===== config.mk =====
export PLATFORM = sky130hd
export DESIGN_NAME = peripheral_irq_enable_bank3
export DESIGN_NICKNAME = d
export VERILOG_FILES = /design/src/irq_bank3_pkg.sv /design/src/peripheral_irq_enable_bank3.sv /design/src/apb_port.sv /design/src/pending_flags.sv
export VERILOG_INCLUDE_DIRS = /design/src /design/src/src
export SDC_FILE = /design/constraint.sdc
export NUM_CORES = 1
export LEC_CHECK = 0
export BUFFER_PORTS_ARGS = -buffer_cell sky130_fd_sc_hd__buf_2
export CAP_MARGIN = 20
export CORE_MARGIN = 4
export CORE_UTILIZATION = 25
export CTS_CLUSTER_SIZE = 8
export DETAILED_ROUTE_END_ITERATION = 12
export PLACE_DENSITY = 0.61
export SYNTH_ARGS = -nofsm -noshare
export SYNTH_HDL_FRONTEND = slang
export SYNTH_SLANG_ARGS = --single-unit

===== constraint.sdc =====
create_clock -name pclk -period 2.7 [get_ports pclk]
set_input_delay 0.27 -clock pclk [delete_from_list [all_inputs] [get_ports pclk]]
set_output_delay 0.27 -clock pclk [all_outputs]
set_load 0.05 [all_outputs]

===== src/irq_bank3_regs.svh =====
// register offsets, field positions and reset values of the enable bank
`ifndef IRQ_BANK3_REGS_SVH
`define IRQ_BANK3_REGS_SVH

// ----------------------------------------------------------------------
// bus geometry
// ----------------------------------------------------------------------
`define IRQB3_ADDR_W          12
`define IRQB3_DATA_W          32
`define IRQB3_REG_W           8

// ----------------------------------------------------------------------
// register byte addresses
// ----------------------------------------------------------------------
`define IRQB3_ENABLE_OFFSET   12'h000
`define IRQB3_PENDING_OFFSET  12'h004

// ----------------------------------------------------------------------
// field positions, shared by the enable and pending registers
// ----------------------------------------------------------------------
`define IRQB3_CAPCMP5_BIT     6
`define IRQB3_CAPCMP4_BIT     5
`define IRQB3_CAPCMP3_BIT     4
`define IRQB3_TIMER_SIX_BIT   3
`define IRQB3_TIMER_FOUR_BIT  1

// ----------------------------------------------------------------------
// reset values and implemented-bit mask
// ----------------------------------------------------------------------
`define IRQB3_ENABLE_RESET    8'h00
`define IRQB3_PENDING_RESET   8'h00
`define IRQB3_IMPL_MASK       8'h7a

`endif


===== src/irq_bank3_pkg.sv =====
// types and layout helpers shared by the enable bank files
`include "irq_bank3_regs.svh"

package irq_bank3_pkg;

    typedef logic [`IRQB3_REG_W-1:0] reg8_t;

    // one pulse per peripheral condition
    typedef struct packed {
        logic capcmp5;
        logic capcmp4;
        logic capcmp3;
        logic timer_six_match;
        logic timer_four_match;
    } irq_src_s;

    // a completed register access, as seen by the register file
    typedef struct packed {
        logic                      wr;
        logic                      rd;
        logic [`IRQB3_ADDR_W-1:0]  addr;
        reg8_t                     wdata;
    } bus_req_s;

    // place the source pulses at their register bit positions
    function automatic reg8_t src_to_layout(input irq_src_s s);
        reg8_t v;
        v = 8'h00;
        v[`IRQB3_CAPCMP5_BIT]    = s.capcmp5;
        v[`IRQB3_CAPCMP4_BIT]    = s.capcmp4;
        v[`IRQB3_CAPCMP3_BIT]    = s.capcmp3;
        v[`IRQB3_TIMER_SIX_BIT]  = s.timer_six_match;
        v[`IRQB3_TIMER_FOUR_BIT] = s.timer_four_match;
        return v;
    endfunction

endpackage


===== src/peripheral_irq_enable_bank3.sv =====
// enable bank 3: per-source interrupt masks, pending flags, apb access
// ----------------------------------------------------------------------
// ----------------------------------------------------------------------
//
// Design decisions made here: the APB interface to the registers and the address map.
`timescale 1ns/1ps
`default_nettype none
`include "irq_bank3_regs.svh"

module peripheral_irq_enable_bank3 (
    input  wire logic                          pclk,
    input  wire logic                          presetn,
    input  wire logic                          ce,
    input  wire logic                          psel,
    input  wire logic                          penable,
    input  wire logic                          pwrite,
    input  wire logic [`IRQB3_ADDR_W-1:0]      paddr,
    input  wire logic [`IRQB3_DATA_W-1:0]      pwdata,
    output logic                               pready,
    output logic                               pslverr,
    output logic [`IRQB3_DATA_W-1:0]           prdata,
    input  wire irq_bank3_pkg::irq_src_s       src,
    output logic                               irq
);

    // ------------------------------------------------------------------
    // declarations
    // ------------------------------------------------------------------
    irq_bank3_pkg::bus_req_s  req;
    irq_bank3_pkg::reg8_t     rd_value;
    irq_bank3_pkg::reg8_t     flags;
    irq_bank3_pkg::reg8_t     mask_r;
    irq_bank3_pkg::reg8_t     mask_nxt;
    irq_bank3_pkg::reg8_t     pend_req;
    logic                     sel_enable;
    logic                     sel_pending;
    logic                     flag_clr;
    logic                     mask_wr;

    // ------------------------------------------------------------------
    // bus front end
    // ------------------------------------------------------------------
    apb_port u_apb (
        .pclk     (pclk),
        .presetn  (presetn),
        .ce       (ce),
        .psel     (psel),
        .penable  (penable),
        .pwrite   (pwrite),
        .paddr    (paddr),
        .pwdata   (pwdata),
        .rd_value (rd_value),
        .pready   (pready),
        .pslverr  (pslverr),
        .prdata   (prdata),
        .req      (req)
    );

    // register select from the live address
    assign sel_enable  = (req.addr == `IRQB3_ENABLE_OFFSET);
    assign sel_pending = (req.addr == `IRQB3_PENDING_OFFSET);
    assign mask_wr     = req.wr && sel_enable;

    // ------------------------------------------------------------------
    // mask register
    // ------------------------------------------------------------------
    // only implemented positions take write data, the rest stay zero
    always_comb begin
        mask_nxt = mask_r;
        if (req.wr && sel_enable) begin
            mask_nxt = req.wdata & `IRQB3_IMPL_MASK;
        end
    end

    // one reset for every source, power-on or otherwise
    always_ff @(posedge pclk or negedge presetn) begin
        if (!presetn) begin
            mask_r <= `IRQB3_ENABLE_RESET;
        end else begin
            mask_r <= mask_nxt;
        end
    end

    // ------------------------------------------------------------------
    // pending flags, cleared by reading the pending register
    // ------------------------------------------------------------------
    // the value captured for the read, normally in the setup cycle, is what gets cleared
    assign flag_clr = req.rd && sel_pending;

    pending_flags u_flags (
        .pclk     (pclk),
        .presetn  (presetn),
        .ce       (ce),
        .src      (src),
        .clr_stb  (flag_clr),
        .clr_bits (prdata[`IRQB3_REG_W-1:0]),
        .flags    (flags)
    );

    // ------------------------------------------------------------------
    // read mux
    // ------------------------------------------------------------------
    // unimplemented bits are forced low on every read path
    always_comb begin
        rd_value = 8'h00;
        if (sel_enable) begin
            rd_value = mask_r & `IRQB3_IMPL_MASK;
        end else if (sel_pending) begin
            rd_value = flags & `IRQB3_IMPL_MASK;
        end
    end

    // ------------------------------------------------------------------
    // combined request
    // ------------------------------------------------------------------
    // the mask only gates forwarding; flags are set regardless of it
    assign pend_req = flags & mask_r;
    assign irq      = |pend_req;
endmodule

`default_nettype wire


===== src/apb_port.sv =====
// apb slave front end: decode, read data capture, access strobes
`timescale 1ns/1ps
`default_nettype none
`include "irq_bank3_regs.svh"

module apb_port (
    input  wire logic                          pclk,
    input  wire logic                          presetn,
    input  wire logic                          ce,
    input  wire logic                          psel,
    input  wire logic                          penable,
    input  wire logic                          pwrite,
    input  wire logic [`IRQB3_ADDR_W-1:0]      paddr,
    input  wire logic [`IRQB3_DATA_W-1:0]      pwdata,
    input  wire irq_bank3_pkg::reg8_t          rd_value,
    output logic                               pready,
    output logic                               pslverr,
    output logic [`IRQB3_DATA_W-1:0]           prdata,
    output irq_bank3_pkg::bus_req_s            req
);

    // ------------------------------------------------------------------
    // decode
    // ------------------------------------------------------------------
    function automatic logic addr_hit(input logic [`IRQB3_ADDR_W-1:0] a);
        return (a == `IRQB3_ENABLE_OFFSET) || (a == `IRQB3_PENDING_OFFSET);
    endfunction

    logic                      hit;
    logic                      access;
    logic                      done;
    logic                      held_r;
    logic                      held_nxt;
    logic [`IRQB3_DATA_W-1:0]  prdata_r;
    logic [`IRQB3_DATA_W-1:0]  prdata_nxt;

    // no wait states normally; a read whose setup cycle was frozen by ce
    // waits one cycle, so its answer still comes from a flop
    assign hit     = addr_hit(paddr);
    assign access  = ce && psel && penable;
    assign pready  = ce && !(psel && penable && !pwrite && !held_r);
    assign done    = access && pready;
    assign pslverr = access && !hit;
    assign prdata  = prdata_r;

    // strobes fire only at the completing edge of the access phase
    always_comb begin
        req.wr    = done && pwrite && hit;
        req.rd    = done && !pwrite && hit;
        req.addr  = paddr;
        req.wdata = pwdata[`IRQB3_REG_W-1:0];
    end

    // read data is taken once per read, normally in the setup cycle
    always_comb begin
        prdata_nxt = prdata_r;
        held_nxt   = held_r;
        if (ce && psel && !pwrite && !held_r) begin
            prdata_nxt = {24'h000000, (hit ? rd_value : 8'h00)};
            held_nxt   = 1'b1;
        end else if (done) begin
            held_nxt   = 1'b0;
        end
    end

    always_ff @(posedge pclk or negedge presetn) begin
        if (!presetn) begin
            prdata_r <= 32'h00000000;
            held_r   <= 1'b0;
        end else begin
            prdata_r <= prdata_nxt;
            held_r   <= held_nxt;
        end
    end
endmodule

`default_nettype wire


===== src/pending_flags.sv =====
// sticky pending flags, set by peripheral pulses, cleared by a status read
`timescale 1ns/1ps
`default_nettype none
`include "irq_bank3_regs.svh"

module pending_flags (
    input  wire logic                          pclk,
    input  wire logic                          presetn,
    input  wire logic                          ce,
    input  wire irq_bank3_pkg::irq_src_s       src,
    input  wire logic                          clr_stb,
    input  wire irq_bank3_pkg::reg8_t          clr_bits,
    output irq_bank3_pkg::reg8_t               flags
);

    irq_bank3_pkg::reg8_t  flags_r;
    irq_bank3_pkg::reg8_t  flags_nxt;
    irq_bank3_pkg::reg8_t  set_v;
    irq_bank3_pkg::reg8_t  clr_v;

    // set wins over clear; only the bits software actually saw are cleared,
    // so a pulse between the setup and access cycles is not lost
    always_comb begin
        set_v     = irq_bank3_pkg::src_to_layout(src);
        clr_v     = clr_stb ? clr_bits : 8'h00;
        flags_nxt = flags_r;
        if (ce) begin
            flags_nxt = ((flags_r & ~clr_v) | set_v) & `IRQB3_IMPL_MASK;
        end
    end

    always_ff @(posedge pclk or negedge presetn) begin
        if (!presetn) begin
            flags_r <= `IRQB3_PENDING_RESET;
        end else begin
            flags_r <= flags_nxt;
        end
    end

    assign flags = flags_r;
endmodule

`default_nettype wire


Word-level counts from Yosys, hierarchy flattened

Index checks and enable logic that the tools add are counted.

Equality and inequality tests: 1
Multiplexer cells: 6
Bitwise gates (word level): 4
Reductions and logical operators: 24

Operators with widths:

| operator                                                          | count |
|---|---|
| 1-bit logical AND                                                 | 16 |
| 8-bit 2-to-1 mux                                                  | 2 |
| 7-bit bitwise AND                                                 | 2 |
| 7-bit 2-to-1 mux                                                  | 2 |
| 12-bit by 3-bit == test with 1-bit output (second input constant) | 1 |
| 12-bit logical NOT                                                | 1 |
| 8-bit OR reduction                                                | 1 |
| 7-bit NOT                                                         | 1 |
| 7-bit bitwise OR                                                  | 1 |
| 1-bit logical NOT                                                 | 4 |
| 1-bit 2-to-1 mux                                                  | 2 |
| 2-bit nonzero test                                                | 1 |
| 1-bit logical OR                                                  | 1 |

Register bits after elaboration: 19
Input bits: 55
Output and inout port bits: 35
Logic and storage cells: 39

Logic depth before layout (Yosys ltp)

Gate-level depths: netlist (run 1).

Depth in word-level cells: 13
Mapped depth: 4
Depth with buffers taken out: 3

By module

From an unflattened synthesis (run 1), not the netlist that was laid out.

Cell total of the unflattened synthesis: 138
Area, all modules: 1402.6 µm²

Modules (own cells, without submodules):

| module                      | instances | cells an instance | area each (µm²) | seq. area each (µm²) |
|---|---|---|---|---|
| apb_port                    | 1         | 85                | 798.3           | 225.2 |
| peripheral_irq_enable_bank3 | 1         | 33                | 367.9           | 125.1 |
| pending_flags               | 1         | 20                | 236.5           | 125.1 |

Least setup slack after synthesis (run 1)

OpenSTA, ideal clock, no wires.

Path type: input to output
From: input paddr[11]
To: output pslverr
Data arrival time: 1.461 ns
Required time: 2.430 ns
Path slack: 0.969 ns
Stages: 4
Buffers on the path: 1
Cells stage by stage: or4_4 nor3_1 buf_2 nor2_1

Cells in the longest elaborated chain, start to end: 4
Elaborated cells between the ends (all ways): 5
Those cells by class: 1 x eq/ne; 4 x reduce/logical

RTL lines:

| what                                                                                             | RTL line                          | RTL |
|---|---|---|
| from (decl)                                                                                      | peripheral_irq_enable_bank3.sv:17 | `` input wire logic [`IRQB3_ADDR_W-1:0] paddr, `` |
| 12-bit by 3-bit == test with 1-bit output (no line) / 12-bit logical NOT (equally long branches) | -                                 |  |
| 1-bit logical OR *                                                                               | apb_port.sv:26                    | `` return (a == `IRQB3_ENABLE_OFFSET) \|\| (a == `IRQB3_PENDING_OFFSET); `` |
| 1-bit logical NOT *                                                                              | apb_port.sv:43                    | `assign pslverr = access && !hit;` |
| 1-bit logical AND *                                                                              | apb_port.sv:43                    |  |
| to (decl)                                                                                        | peripheral_irq_enable_bank3.sv:20 | `output logic pslverr,` |

Mark *: on every way between the ends. The rest lies on a longest branch, timed or not.

Worst setup path in the final report (run 1)

Same ends and word-level chain as after synthesis.

==> qor.csv, run 1 <==
metric,value,unit
finalSetupTns,0,ps
post_cts_resize_count,0,
portBuffers,35,
netlist_instances,101,
grt_pass1_vias,702,
start_util,25.90,%
number_of_antenna_violations_at_the_first_check_in_global_routing,0,
drc,0,
rsz_0062_raised_after_global_routing,false,
clockBufferDepth,2,
number_of_stages_on_the_worst_setup_path,6,
die_h,72.38,um
max_clock_skew,2.646,ps
clock_power_share,35.3,%
final_layout_size_suffix_gt1_share,36.23,%
fmaxAchievable,540.4,MHz
dp_hpwl,1.741,mm
grt_pass1_wl,3.318,mm
critical-path-max-stage-delay,550,ps
grtUsageTotal,8.093,%
synth.ff_latch_count,16,
cts_htree_levels,1,
arrival,1580,ps
cts.clk_slew.worst_paths,70,ps
routed_via_density,4.133,
synth.distinct_cells,25,
hold_path.class,input pin to register,
rows,23,
core-area,4000,um^2
postSynth.topFlopCell,sky130_fd_sc_hd__dfrtp_1,
finalSetupViolCount,0,
power.sequential.fraction,40.9,%
crit-reg2reg-launch,u_apb.held_r$_DFFE_PN0P_,
tritoncts_num_sinks,16,
synth_seq_area_share,38.65,%
power.leakage,0.6369,nW
timing.rr.end,u_apb.prdata[6]$_DFFE_PN0P_,
crit_path_max_delay_cell_type,sky130_fd_sc_hd__or4_4,
clock_tree.root_cell,sky130_fd_sc_hd__clkbuf_8,
timing.reg2reg.worst_path_depth,2,
final_max_slew_viol_count,0,
power_density,492.3,nW/um^2
end_kind,output pin,
postRouteAntennaNets,0,
setup.worst_path.start_class,input pin,
layout_worst_path_cycle_share,68.54,%
detailedRoute.firstIterationViolations,22,
critical_path.max_fanout,11,
path_cells,buf_2 -> or4_4 -> nor3_1 -> buf_4 -> nor2_1 -> buf_2,
flow.area_growth_from_synthesis,18.24,%
cts_inserted_buffers,3,
synth-edff-count,0,
synth_commonest_cells,"27 x sky130_fd_sc_hd__buf_4, 16 x sky130_fd_sc_hd__dfrtp_1, 9 x sky130_fd_sc_hd__nand2_1",
finalCriticalPeriod,1851,ps
worst_skew_pair.late_latency,250,ps
hold-path-endpoint,mask_r[1]$_DFFE_PN0P_,
pin_count_of_the_biggest_net_entering_global_routing,17,
timing.max_cap.violations,0,
die_width,72.38,um
power_switching_share,33.53,%
synth_area_leader_cell,sky130_fd_sc_hd__dfrtp_1,
power.net_switching,202.2,uW
place_inst,183,
worst_path_most_repeated_cell,sky130_fd_sc_hd__buf_2,
hold_path.startpoint,pwdata[1],
synth.top_cells.by_area,"sky130_fd_sc_hd__dfrtp_1 39%, sky130_fd_sc_hd__buf_4 20%, sky130_fd_sc_hd__mux2_2 5.4%",
synth_async_sr_flop_share,100.0,%
timing_worst_setup_path_type,input pin to output pin,
grt_overflow_total,0,
post-synth-top-area-fraction,38.65,%
drtPass1Iterations,4,
max_rail_drop_vdd,0.0001689,V
design.portCount,90,
tritoncts,done,
finalWeightedCongestion,0.7773,
yosys_warnings,0,
postRouteWirelength,2.110,mm
fin_total_pwr,603.0,uW
final-instance-count-excl-fill,188,
syn_avg_cell_area,10.26,um^2
final_net_count,194,
p_comb_share,23.8,%
holdPathStages,2,
cell_internal_pwr,400.9,uW
timing.critical_path.buf_inv,3,
status,"complete, no violations",
post_synth_instance_area,1036,um^2
synth_most_common_cell,sky130_fd_sc_hd__buf_4,
num_antenna_cells,0,
die-area,5238,um^2
hold_viol,0,
routed_wire_length_per_instance,11.22,um
path_delay_family,simple AND/OR/NAND/NOR gates,
cp.required,2430,ps
r2r_slack,1360,ps
num_vias,777,
## logic make-up after synthesis
family / after synthesis / synth area share [%]
AND/OR/NAND/NOR: 25 / 15.46
multiplexers: 10 / 10.27
other: 1 / 0.3620
AO/OA/AOI/OAI: 18 / 13.41
buffers and inverters: 31 / 21.86
flip-flops: 16 / 38.65
## routing by layer
layer / vias up / wire [um] / track usage [%]
met3: 4 / 163 / 2.078
met2: 25 / 1079 / 13.55
met1: 360 / 837 / 9.966
met4: 0 / 29 / 3.074
met5: - / 0 / 0
li1: 388 / - / -
## state kept, by name, indices dropped and copies added (netlist names)
name and flops:
mask_r 5, u_apb.prdata 5, u_apb.held_r 1, u_flags.flags 5
## worst max-delay path by stage
stage          startpoint                    end
6_report        paddr[11]                pslverr
5_1_grt         paddr[11]                pslverr
4_1_cts         paddr[11]                pslverr
2_1_floorplan   paddr[11]                pslverr
3_3_place_gp    paddr[11]  mask_r[3]$_DFFE_PN0P_
3_5_place_dp    paddr[11]  mask_r[5]$_DFFE_PN0P_
## cell type report
cell class                 instances  area (um^2)
multi-input combinational         80        506.7
fill                             412         2775
tap                               50        62.56
timing repair buffer              38        200.2
sequential                        16        400.4
clock buffer                       4        55.05
## repair_timing
| action | 4_1_cts | 5_1_grt |
|---|---|---|
| hold buffers | 1 | 0 |
| buffers inserted | 0 | 0 |
| endpoints found under the hold margin | 16 | 0 |
## power by group through the flow
stage / registers, mW / logic, mW / clock network [mW]
floorplan: 0.250 / 0.143 / 0
global placement: 0.251 / 0.142 / 0
detailed placement: 0.251 / 0.143 / 0
CTS: 0.246 / 0.144 / 0.216
global route: 0.247 / 0.152 / 0.227
finish: 0.247 / 0.144 / 0.213
## stage by stage
stage               utilization, %  worst slack [ps]  hold slack, ps  cell area, um^2
floorplan                        -             968.6          -25.59             1134
global placement             29.00             803.8           204.4             1160
detailed placement           29.00             794.4           204.1             1160
CTS                          30.62             828.2           246.5             1225
global route                 30.62             774.6           261.0             1225
finish                       30.62             849.4           247.8             1225
## placed cells by master (no fill, tap or decap), drive strengths merged
master and count:
a21oi 5, a222oi 1, a22o 5, a22oi 1, a41oi 5, buf 37, clkbuf 4, conb 27
dfrtp 16, dlygate4sd3 1, mux2 5, mux2i 5, nand2 9, nand3 1, nand4b 1, nand4bb 1
nor2 6, nor3 1, nor4 1, nor4bb 1, o31a 1, or3 1, or4 2, or4b 1
No activity file was read; power rests on OpenSTA's default activity.
==> run 2, diff against run 1 <==
--- a/config.mk
+++ b/config.mk
@@ -12,7 +12,7 @@
 export CORE_UTILIZATION = 25
 export CTS_CLUSTER_SIZE = 8
 export DETAILED_ROUTE_END_ITERATION = 12
-export PLACE_DENSITY = 0.61
+export PLACE_DENSITY = 0.63
 export SYNTH_ARGS = -nofsm -noshare
 export SYNTH_HDL_FRONTEND = slang
 export SYNTH_SLANG_ARGS = --single-unit
==> constraint.sdc (replaced) <==
create_clock -name pclk -period 1.7 [get_ports pclk]
set_input_delay 0.17 -clock pclk [delete_from_list [all_inputs] [get_ports pclk]]
set_output_delay 0.17 -clock pclk [all_outputs]
set_load 0.05 [all_outputs]
==> qor.csv, run 2 (synthesis gave the netlist of run 1 again) <==
metric,value,unit
status,"complete, no violations",
cts.clk_slew.worst_paths,60,ps
design.portCount,90,
timing.max_cap.violations,0,
pin_count_of_the_biggest_net_entering_global_routing,17,
grt_pass1_wl,3.477,mm
hold_viol,0,
finalHoldWorstSlack,152.7,ps
most_frequent_cells_in_the_layout,"35 x sky130_fd_sc_hd__buf_2, 27 x sky130_fd_sc_hd__conb_1, 16 x sky130_fd_sc_hd__dfrtp_1",
dp_hpwl,1.795,mm
cts_inserted_buffers,3,
timing_worst_setup_path_type,input pin to output pin,
critical_path.max_fanout,2,
max_clock_skew,7.072,ps
routed_wire_length_per_instance,11.49,um
power_density,728.9,nW/um^2
p_comb_share,25.8,%
layout_worst_path_cycle_share,91.77,%
power_switching_share,34.46,%
worst_skew_pair.late_latency,250,ps
setup.worst_path.start_class,input pin,
end_kind,output pin,
die-area,5238,um^2
power.leakage,0.6490,nW
num_antenna_cells,0,
number_of_antenna_violations_at_the_first_check_in_global_routing,0,
max_rail_drop_vdd,0.0002963,V
r2r_slack,590,ps
postRouteAntennaNets,0,
power.sequential.fraction,43.4,%
core-area,4000,um^2
layout.cells.most_common,sky130_fd_sc_hd__buf_2,
num_vias,793,
cell_internal_pwr,593.0,uW
finalWeightedCongestion,0.8272,
portBuffers,35,
post_cts_resize_count,0,
start_util,25.90,%
clock_tree.root_cell,sky130_fd_sc_hd__clkbuf_8,
grt_pass1_vias,768,
clock_power_share,30.8,%
die_h,72.38,um
fin_total_pwr,904.7,uW
drtPass1Iterations,4,
final_layout_size_suffix_gt1_share,37.59,%
clockBufferDepth,2,
cp.required,1530,ps
routed_via_density,4.152,
hold_path.class,input pin to register,
arrival,1390,ps
postRouteWirelength,2.194,mm
cts_setup_buffers,0,
drc,0,
detailedRoute.firstIterationViolations,23,
cts_htree_levels,1,
tritoncts,done,
final_max_slew_viol_count,0,
grtUsageTotal,8.520,%
fmaxAchievable,641.0,MHz
final_net_count,198,
rsz_0062_raised_after_global_routing,false,
power.net_switching,311.8,uW
rows,23,
finalCriticalPeriod,1560,ps
finalSetupViolCount,0,
tritoncts_num_sinks,16,
flow.area_growth_from_synthesis,19.81,%
grt_overflow_total,0,
die_width,72.38,um
run 2: cell types whose count changed in the layout (fill, tap and decap cells not counted):
cell	delta
sky130_fd_sc_hd__clkbuf_8	-1
sky130_fd_sc_hd__buf_4	+4
run 2: final cells by class:
class                   count  area [um^2]
fillers                   433         2759
repair buffers             42        230.2
flip-flops and latches     16        400.4
multi-input cells          80        506.7
clock buffers               3        41.29
well taps                  50        62.56
run 2: critical path, stage by stage:
cell and delay [ps]:
sky130_fd_sc_hd__buf_2 90, sky130_fd_sc_hd__or4_4 550, sky130_fd_sc_hd__nor3_1 290, sky130_fd_sc_hd__nor2_1 80, sky130_fd_sc_hd__buf_2 210
run 2: path summary, 6_finish.rpt:
| path | start | to | cells past startpoint |
|---|---|---|---|
| min in group asynchronous | presetn | u_apb.prdata[4]$_DFFE_PN0P_ | 2 |
| max in group asynchronous | presetn | mask_r[6]$_DFFE_PN0P_ | 2 |
| worst max register to register | u_apb.held_r$_DFFE_PN0P_ | u_apb.prdata[6]$_DFFE_PN0P_ | 3 |
| worst min-delay path | pwdata[5] | mask_r[5]$_DFFE_PN0P_ | 2 |
| worst max-delay path | paddr[11] | pslverr | 5 |
| worst min register to register | u_apb.prdata[1]$_DFFE_PN0P_ | u_flags.flags[1]$_DFFE_PN0P_ | 1 |
run 2: per-stage QoR:
stage	TNS, ps	instances	instance area [um^2]	setup slack [ps]	util, %
detailed placement	-147.2	187	1190	-37.55	29.75
floorplan	0	127	1134	107.4	-
CTS	0	191	1241	138.3	31.03
finish	0	191	1241	139.9	31.03
global route	0	191	1241	114.5	31.03
global placement	-120.1	187	1190	-24.76	29.75
run 2: power by group through the flow:
| stage | Sequential, mW | Clock [mW] | Combinational, mW |
|---|---|---|---|
| 3_5_place_dp | 0.400 | 0 | 0.232 |
| 5_1_grt | 0.393 | 0.306 | 0.247 |
| 4_1_cts | 0.393 | 0.281 | 0.234 |
| 6_report | 0.393 | 0.278 | 0.234 |
| 2_1_floorplan | 0.398 | 0 | 0.228 |
| 3_3_place_gp | 0.400 | 0 | 0.230 |
run 2: timing repair:
item / in CTS / in global routing
hold buffers: 1 / 0
endpoints found under the hold margin: 16 / 0
setup endpoints to repair: 0 / 0
run 2: per-layer routing:
layer | track usage (%) | vias to the layer above | part of all wire [%]
li1 | - | 396 | -
met1 | 9.524 | 372 | 40
met2 | 15.87 | 25 | 55
met3 | 1.662 | 0 | 4.9
met4 | 3.074 | 0 | 0
met5 | 0 | - | 0
==> run 3, diff against run 2 <==
--- a/config.mk
+++ b/config.mk
@@ -6,13 +6,16 @@
 export SDC_FILE = /design/constraint.sdc
 export NUM_CORES = 1
 export LEC_CHECK = 0
+export ABC_AREA = 1
+export ABC_CLOCK_PERIOD_IN_PS = 1700
 export BUFFER_PORTS_ARGS = -buffer_cell sky130_fd_sc_hd__buf_2
 export CAP_MARGIN = 20
 export CORE_MARGIN = 4
 export CORE_UTILIZATION = 25
 export CTS_CLUSTER_SIZE = 8
 export DETAILED_ROUTE_END_ITERATION = 12
-export PLACE_DENSITY = 0.63
+export PLACE_DENSITY = 0.61
+export SETUP_SLACK_MARGIN = 0.4
 export SYNTH_ARGS = -nofsm -noshare
 export SYNTH_HDL_FRONTEND = slang
 export SYNTH_SLANG_ARGS = --single-unit
==> qor.csv, run 3 <==
metric,value,unit
power_switching_share,34.10,%
drc,0,
hold_path.startpoint,src[1],
final_layout_size_suffix_gt1_share,32.52,%
power.leakage,0.8519,nW
cts_htree_levels,1,
synth_async_sr_flop_share,100.0,%
worst_path_most_repeated_cell,sky130_fd_sc_hd__nand2_1,
timing.critical_path.buf_inv,1,
routed_via_density,4.047,
finalSetupTns,0,ps
multiInputGateArea,576.8,um^2
post-route-worst-setup-slack,334.0,ps
synth.top_cells.by_area,"sky130_fd_sc_hd__dfrtp_1 35%, sky130_fd_sc_hd__buf_4 18%, sky130_fd_sc_hd__nand2_1 18%",
yosys.area_share.adder,0,%
worst_skew_pair.late_latency,250,ps
number_of_antenna_violations_at_the_first_check_in_global_routing,0,
synth_top_family_by_area,simple AND/OR/NAND/NOR gates,
start_util,26.08,%
synth_seq_area_share,35.01,%
die_width,75.64,um
finalSetupViolCount,0,
fin_util,32.79,%
holdPathStages,3,
setup.worst_path.start_class,register,
cell_internal_pwr,634.3,uW
post-synth-top-area-fraction,35.01,%
hold-path-endpoint,u_flags.flags[3]$_DFFE_PN0P_,
postRouteWirelength,2.559,mm
rows,24,
tritoncts_num_sinks,16,
synth_area_leader_cell,sky130_fd_sc_hd__dfrtp_1,
core-area,4384,um^2
die-area,5721,um^2
max_clock_skew,2.345,ps
preCtsSetupSlack,420.4,ps
critical-path-max-stage-delay,390,ps
timing_worst_setup_path_type,register to output pin,
post_synth_instance_area,1144,um^2
grt_overflow_total,0,
postSynth.topFlopCell,sky130_fd_sc_hd__dfrtp_1,
rsz_0062_raised_after_global_routing,true,
cts.clk_slew.worst_paths,60,ps
filler_cell_count,482,
portBuffers,35,
grt_pass1_wl,3.753,mm
synth_xor_xnor_area_share,0,%
die_h,75.64,um
num_antenna_cells,0,
num_vias,1044,
power_density,669.5,nW/um^2
clock_tree.root_cell,sky130_fd_sc_hd__clkbuf_8,
yosys_warnings,0,
synth_commonest_cells,"54 x sky130_fd_sc_hd__nand2_1, 27 x sky130_fd_sc_hd__buf_4, 16 x sky130_fd_sc_hd__dfrtp_1",
p_comb_share,24.5,%
synth.distinct_cells,20,
most_frequent_cells_in_the_layout,"54 x sky130_fd_sc_hd__nand2_1, 33 x sky130_fd_sc_hd__buf_2, 27 x sky130_fd_sc_hd__conb_1",
dp_hpwl,2.024,mm
cts_inserted_buffers,3,
end_kind,output pin,
cp.required,1530,ps
timing.reg2reg.worst_path_depth,5,
fmaxAchievable,732.1,MHz
r2r_slack,540,ps
power.sequential.fraction,40.7,%
synth_simple_gate_area_share,36.00,%
power.net_switching,328.2,uW
postRouteAntennaNets,0,
path_cells,nand2_1 -> nand2_1 -> a221oi_2 -> nand2_1 -> buf_6,
routed_wire_length_per_instance,9.919,um
muxShareOfSynthArea,0,%
arrival,1200,ps
clockBufferDepth,2,
hold_path.class,input pin to register,
fin_total_pwr,962.5,uW
detailedRoute.firstIterationViolations,64,
place_inst,242,
crit_path_max_delay_cell_type,sky130_fd_sc_hd__dfrtp_1,
final_net_count,262,
final_max_slew_viol_count,0,
layout.cells.most_common,sky130_fd_sc_hd__nand2_1,
syn_avg_cell_area,7.238,um^2
synth-edff-count,0,
flow.area_growth_from_synthesis,25.71,%
synth.ff_latch_count,16,
path_delay_family,flip-flops,
final-instance-count-excl-fill,258,
hold_viol,0,
grt_pass1_vias,876,
pin_count_of_the_biggest_net_entering_global_routing,17,
layout_worst_path_cycle_share,80.35,%
max_rail_drop_vdd,0.0002223,V
netlist_instances,158,
status,"complete, no violations",
timing.rr.end,u_flags.flags[1]$_DFFE_PN0P_,
finalWeightedCongestion,0.7867,
drtPass1Iterations,4,
critical_path.max_fanout,2,
storage_cell_area,400.4,um^2
grtUsageTotal,8.627,%
tritoncts,done,
crit-reg2reg-launch,u_apb.held_r$_DFFE_PN0P_,
finalCriticalPeriod,1366,ps
synth-compound-area-share,3.939,%
design.portCount,90,
synth_most_common_cell,sky130_fd_sc_hd__nand2_1,
timing.max_cap.violations,0,
clock_power_share,34.8,%
[run 3: layer usage]
metal	GRT usage (%)	share of wire, %	vias to the layer above
met4	2.913	0.98	0
met3	2.507	9.7	4
met5	0	0	-
met1	11.30	43	461
li1	-	-	534
met2	13.61	46	45
[run 3: repair_timing]
item / CTS / global route
endpoints found under the hold margin: 16 / 0
hold buffers: 1 / 0
buffers inserted: 6 / 5
endpoints found under the setup margin: 2 / 3
pin swaps: 2 / 3
gates resized for setup: 4 / 2
[run 3: cell families after synthesis]
| kind of cell | Yosys count |
|---|---|
| DFF | 16 |
| other | 1 |
| and+or+nand+nor | 87 |
| buffers and inverters | 46 |
| AOI/OAI and AO/OA | 8 |
[run 3: final cells by class]
class / instances / share of cell area [%]
well taps: 52 / 4.526
multi-input cells: 122 / 40.12
repair buffers: 47 / 19.23
inverters: 17 / 4.439
flip-flops and latches: 16 / 27.85
clock buffers: 4 / 3.829
[run 3: how the worst max path moves through the flow]
stage                                         endpoint                    startpoint  cells after the start  slack [ps]
after CTS                                          irq  u_flags.flags[1]$_DFFE_PN0P_                      5         340
after detailed placement  u_flags.flags[4]$_DFFE_PN0P_                            ce                      6         420
after global routing                               irq         mask_r[1]$_DFFE_PN0P_                      5         240
after global placement    u_flags.flags[4]$_DFFE_PN0P_                            ce                      6         430
after floorplan                                    irq         mask_r[3]$_DFFE_PN0P_                      4         530
final                                              irq  u_flags.flags[3]$_DFFE_PN0P_                      5         330
[run 3: power by group through the flow]
stage / Clock [mW] / Combinational (mW) / Sequential, mW
2_1_floorplan: 0 / 0.228 / 0.397
3_3_place_gp: 0 / 0.230 / 0.398
3_5_place_dp: 0 / 0.231 / 0.398
4_1_cts: 0.343 / 0.234 / 0.392
5_1_grt: 0.358 / 0.255 / 0.393
6_report: 0.335 / 0.236 / 0.392
[run 3: per-stage QoR]
stage,area (um^2),hold WS [ps]
2_1_floorplan,1251,-125.6
3_3_place_gp,1272,98.27
3_5_place_dp,1272,99.32
4_1_cts,1398,115.4
5_1_grt,1438,125.7
6_report,1438,115.3
[run 3: worst register-to-register path, cell delays in order, from the launching register on]
cell	delay, ps
sky130_fd_sc_hd__dfrtp_1	370
sky130_fd_sc_hd__nand3_1	90
sky130_fd_sc_hd__nor2_1	300
sky130_fd_sc_hd__nand4_1	150
sky130_fd_sc_hd__nand2_1	100
sky130_fd_sc_hd__nand2_1	50
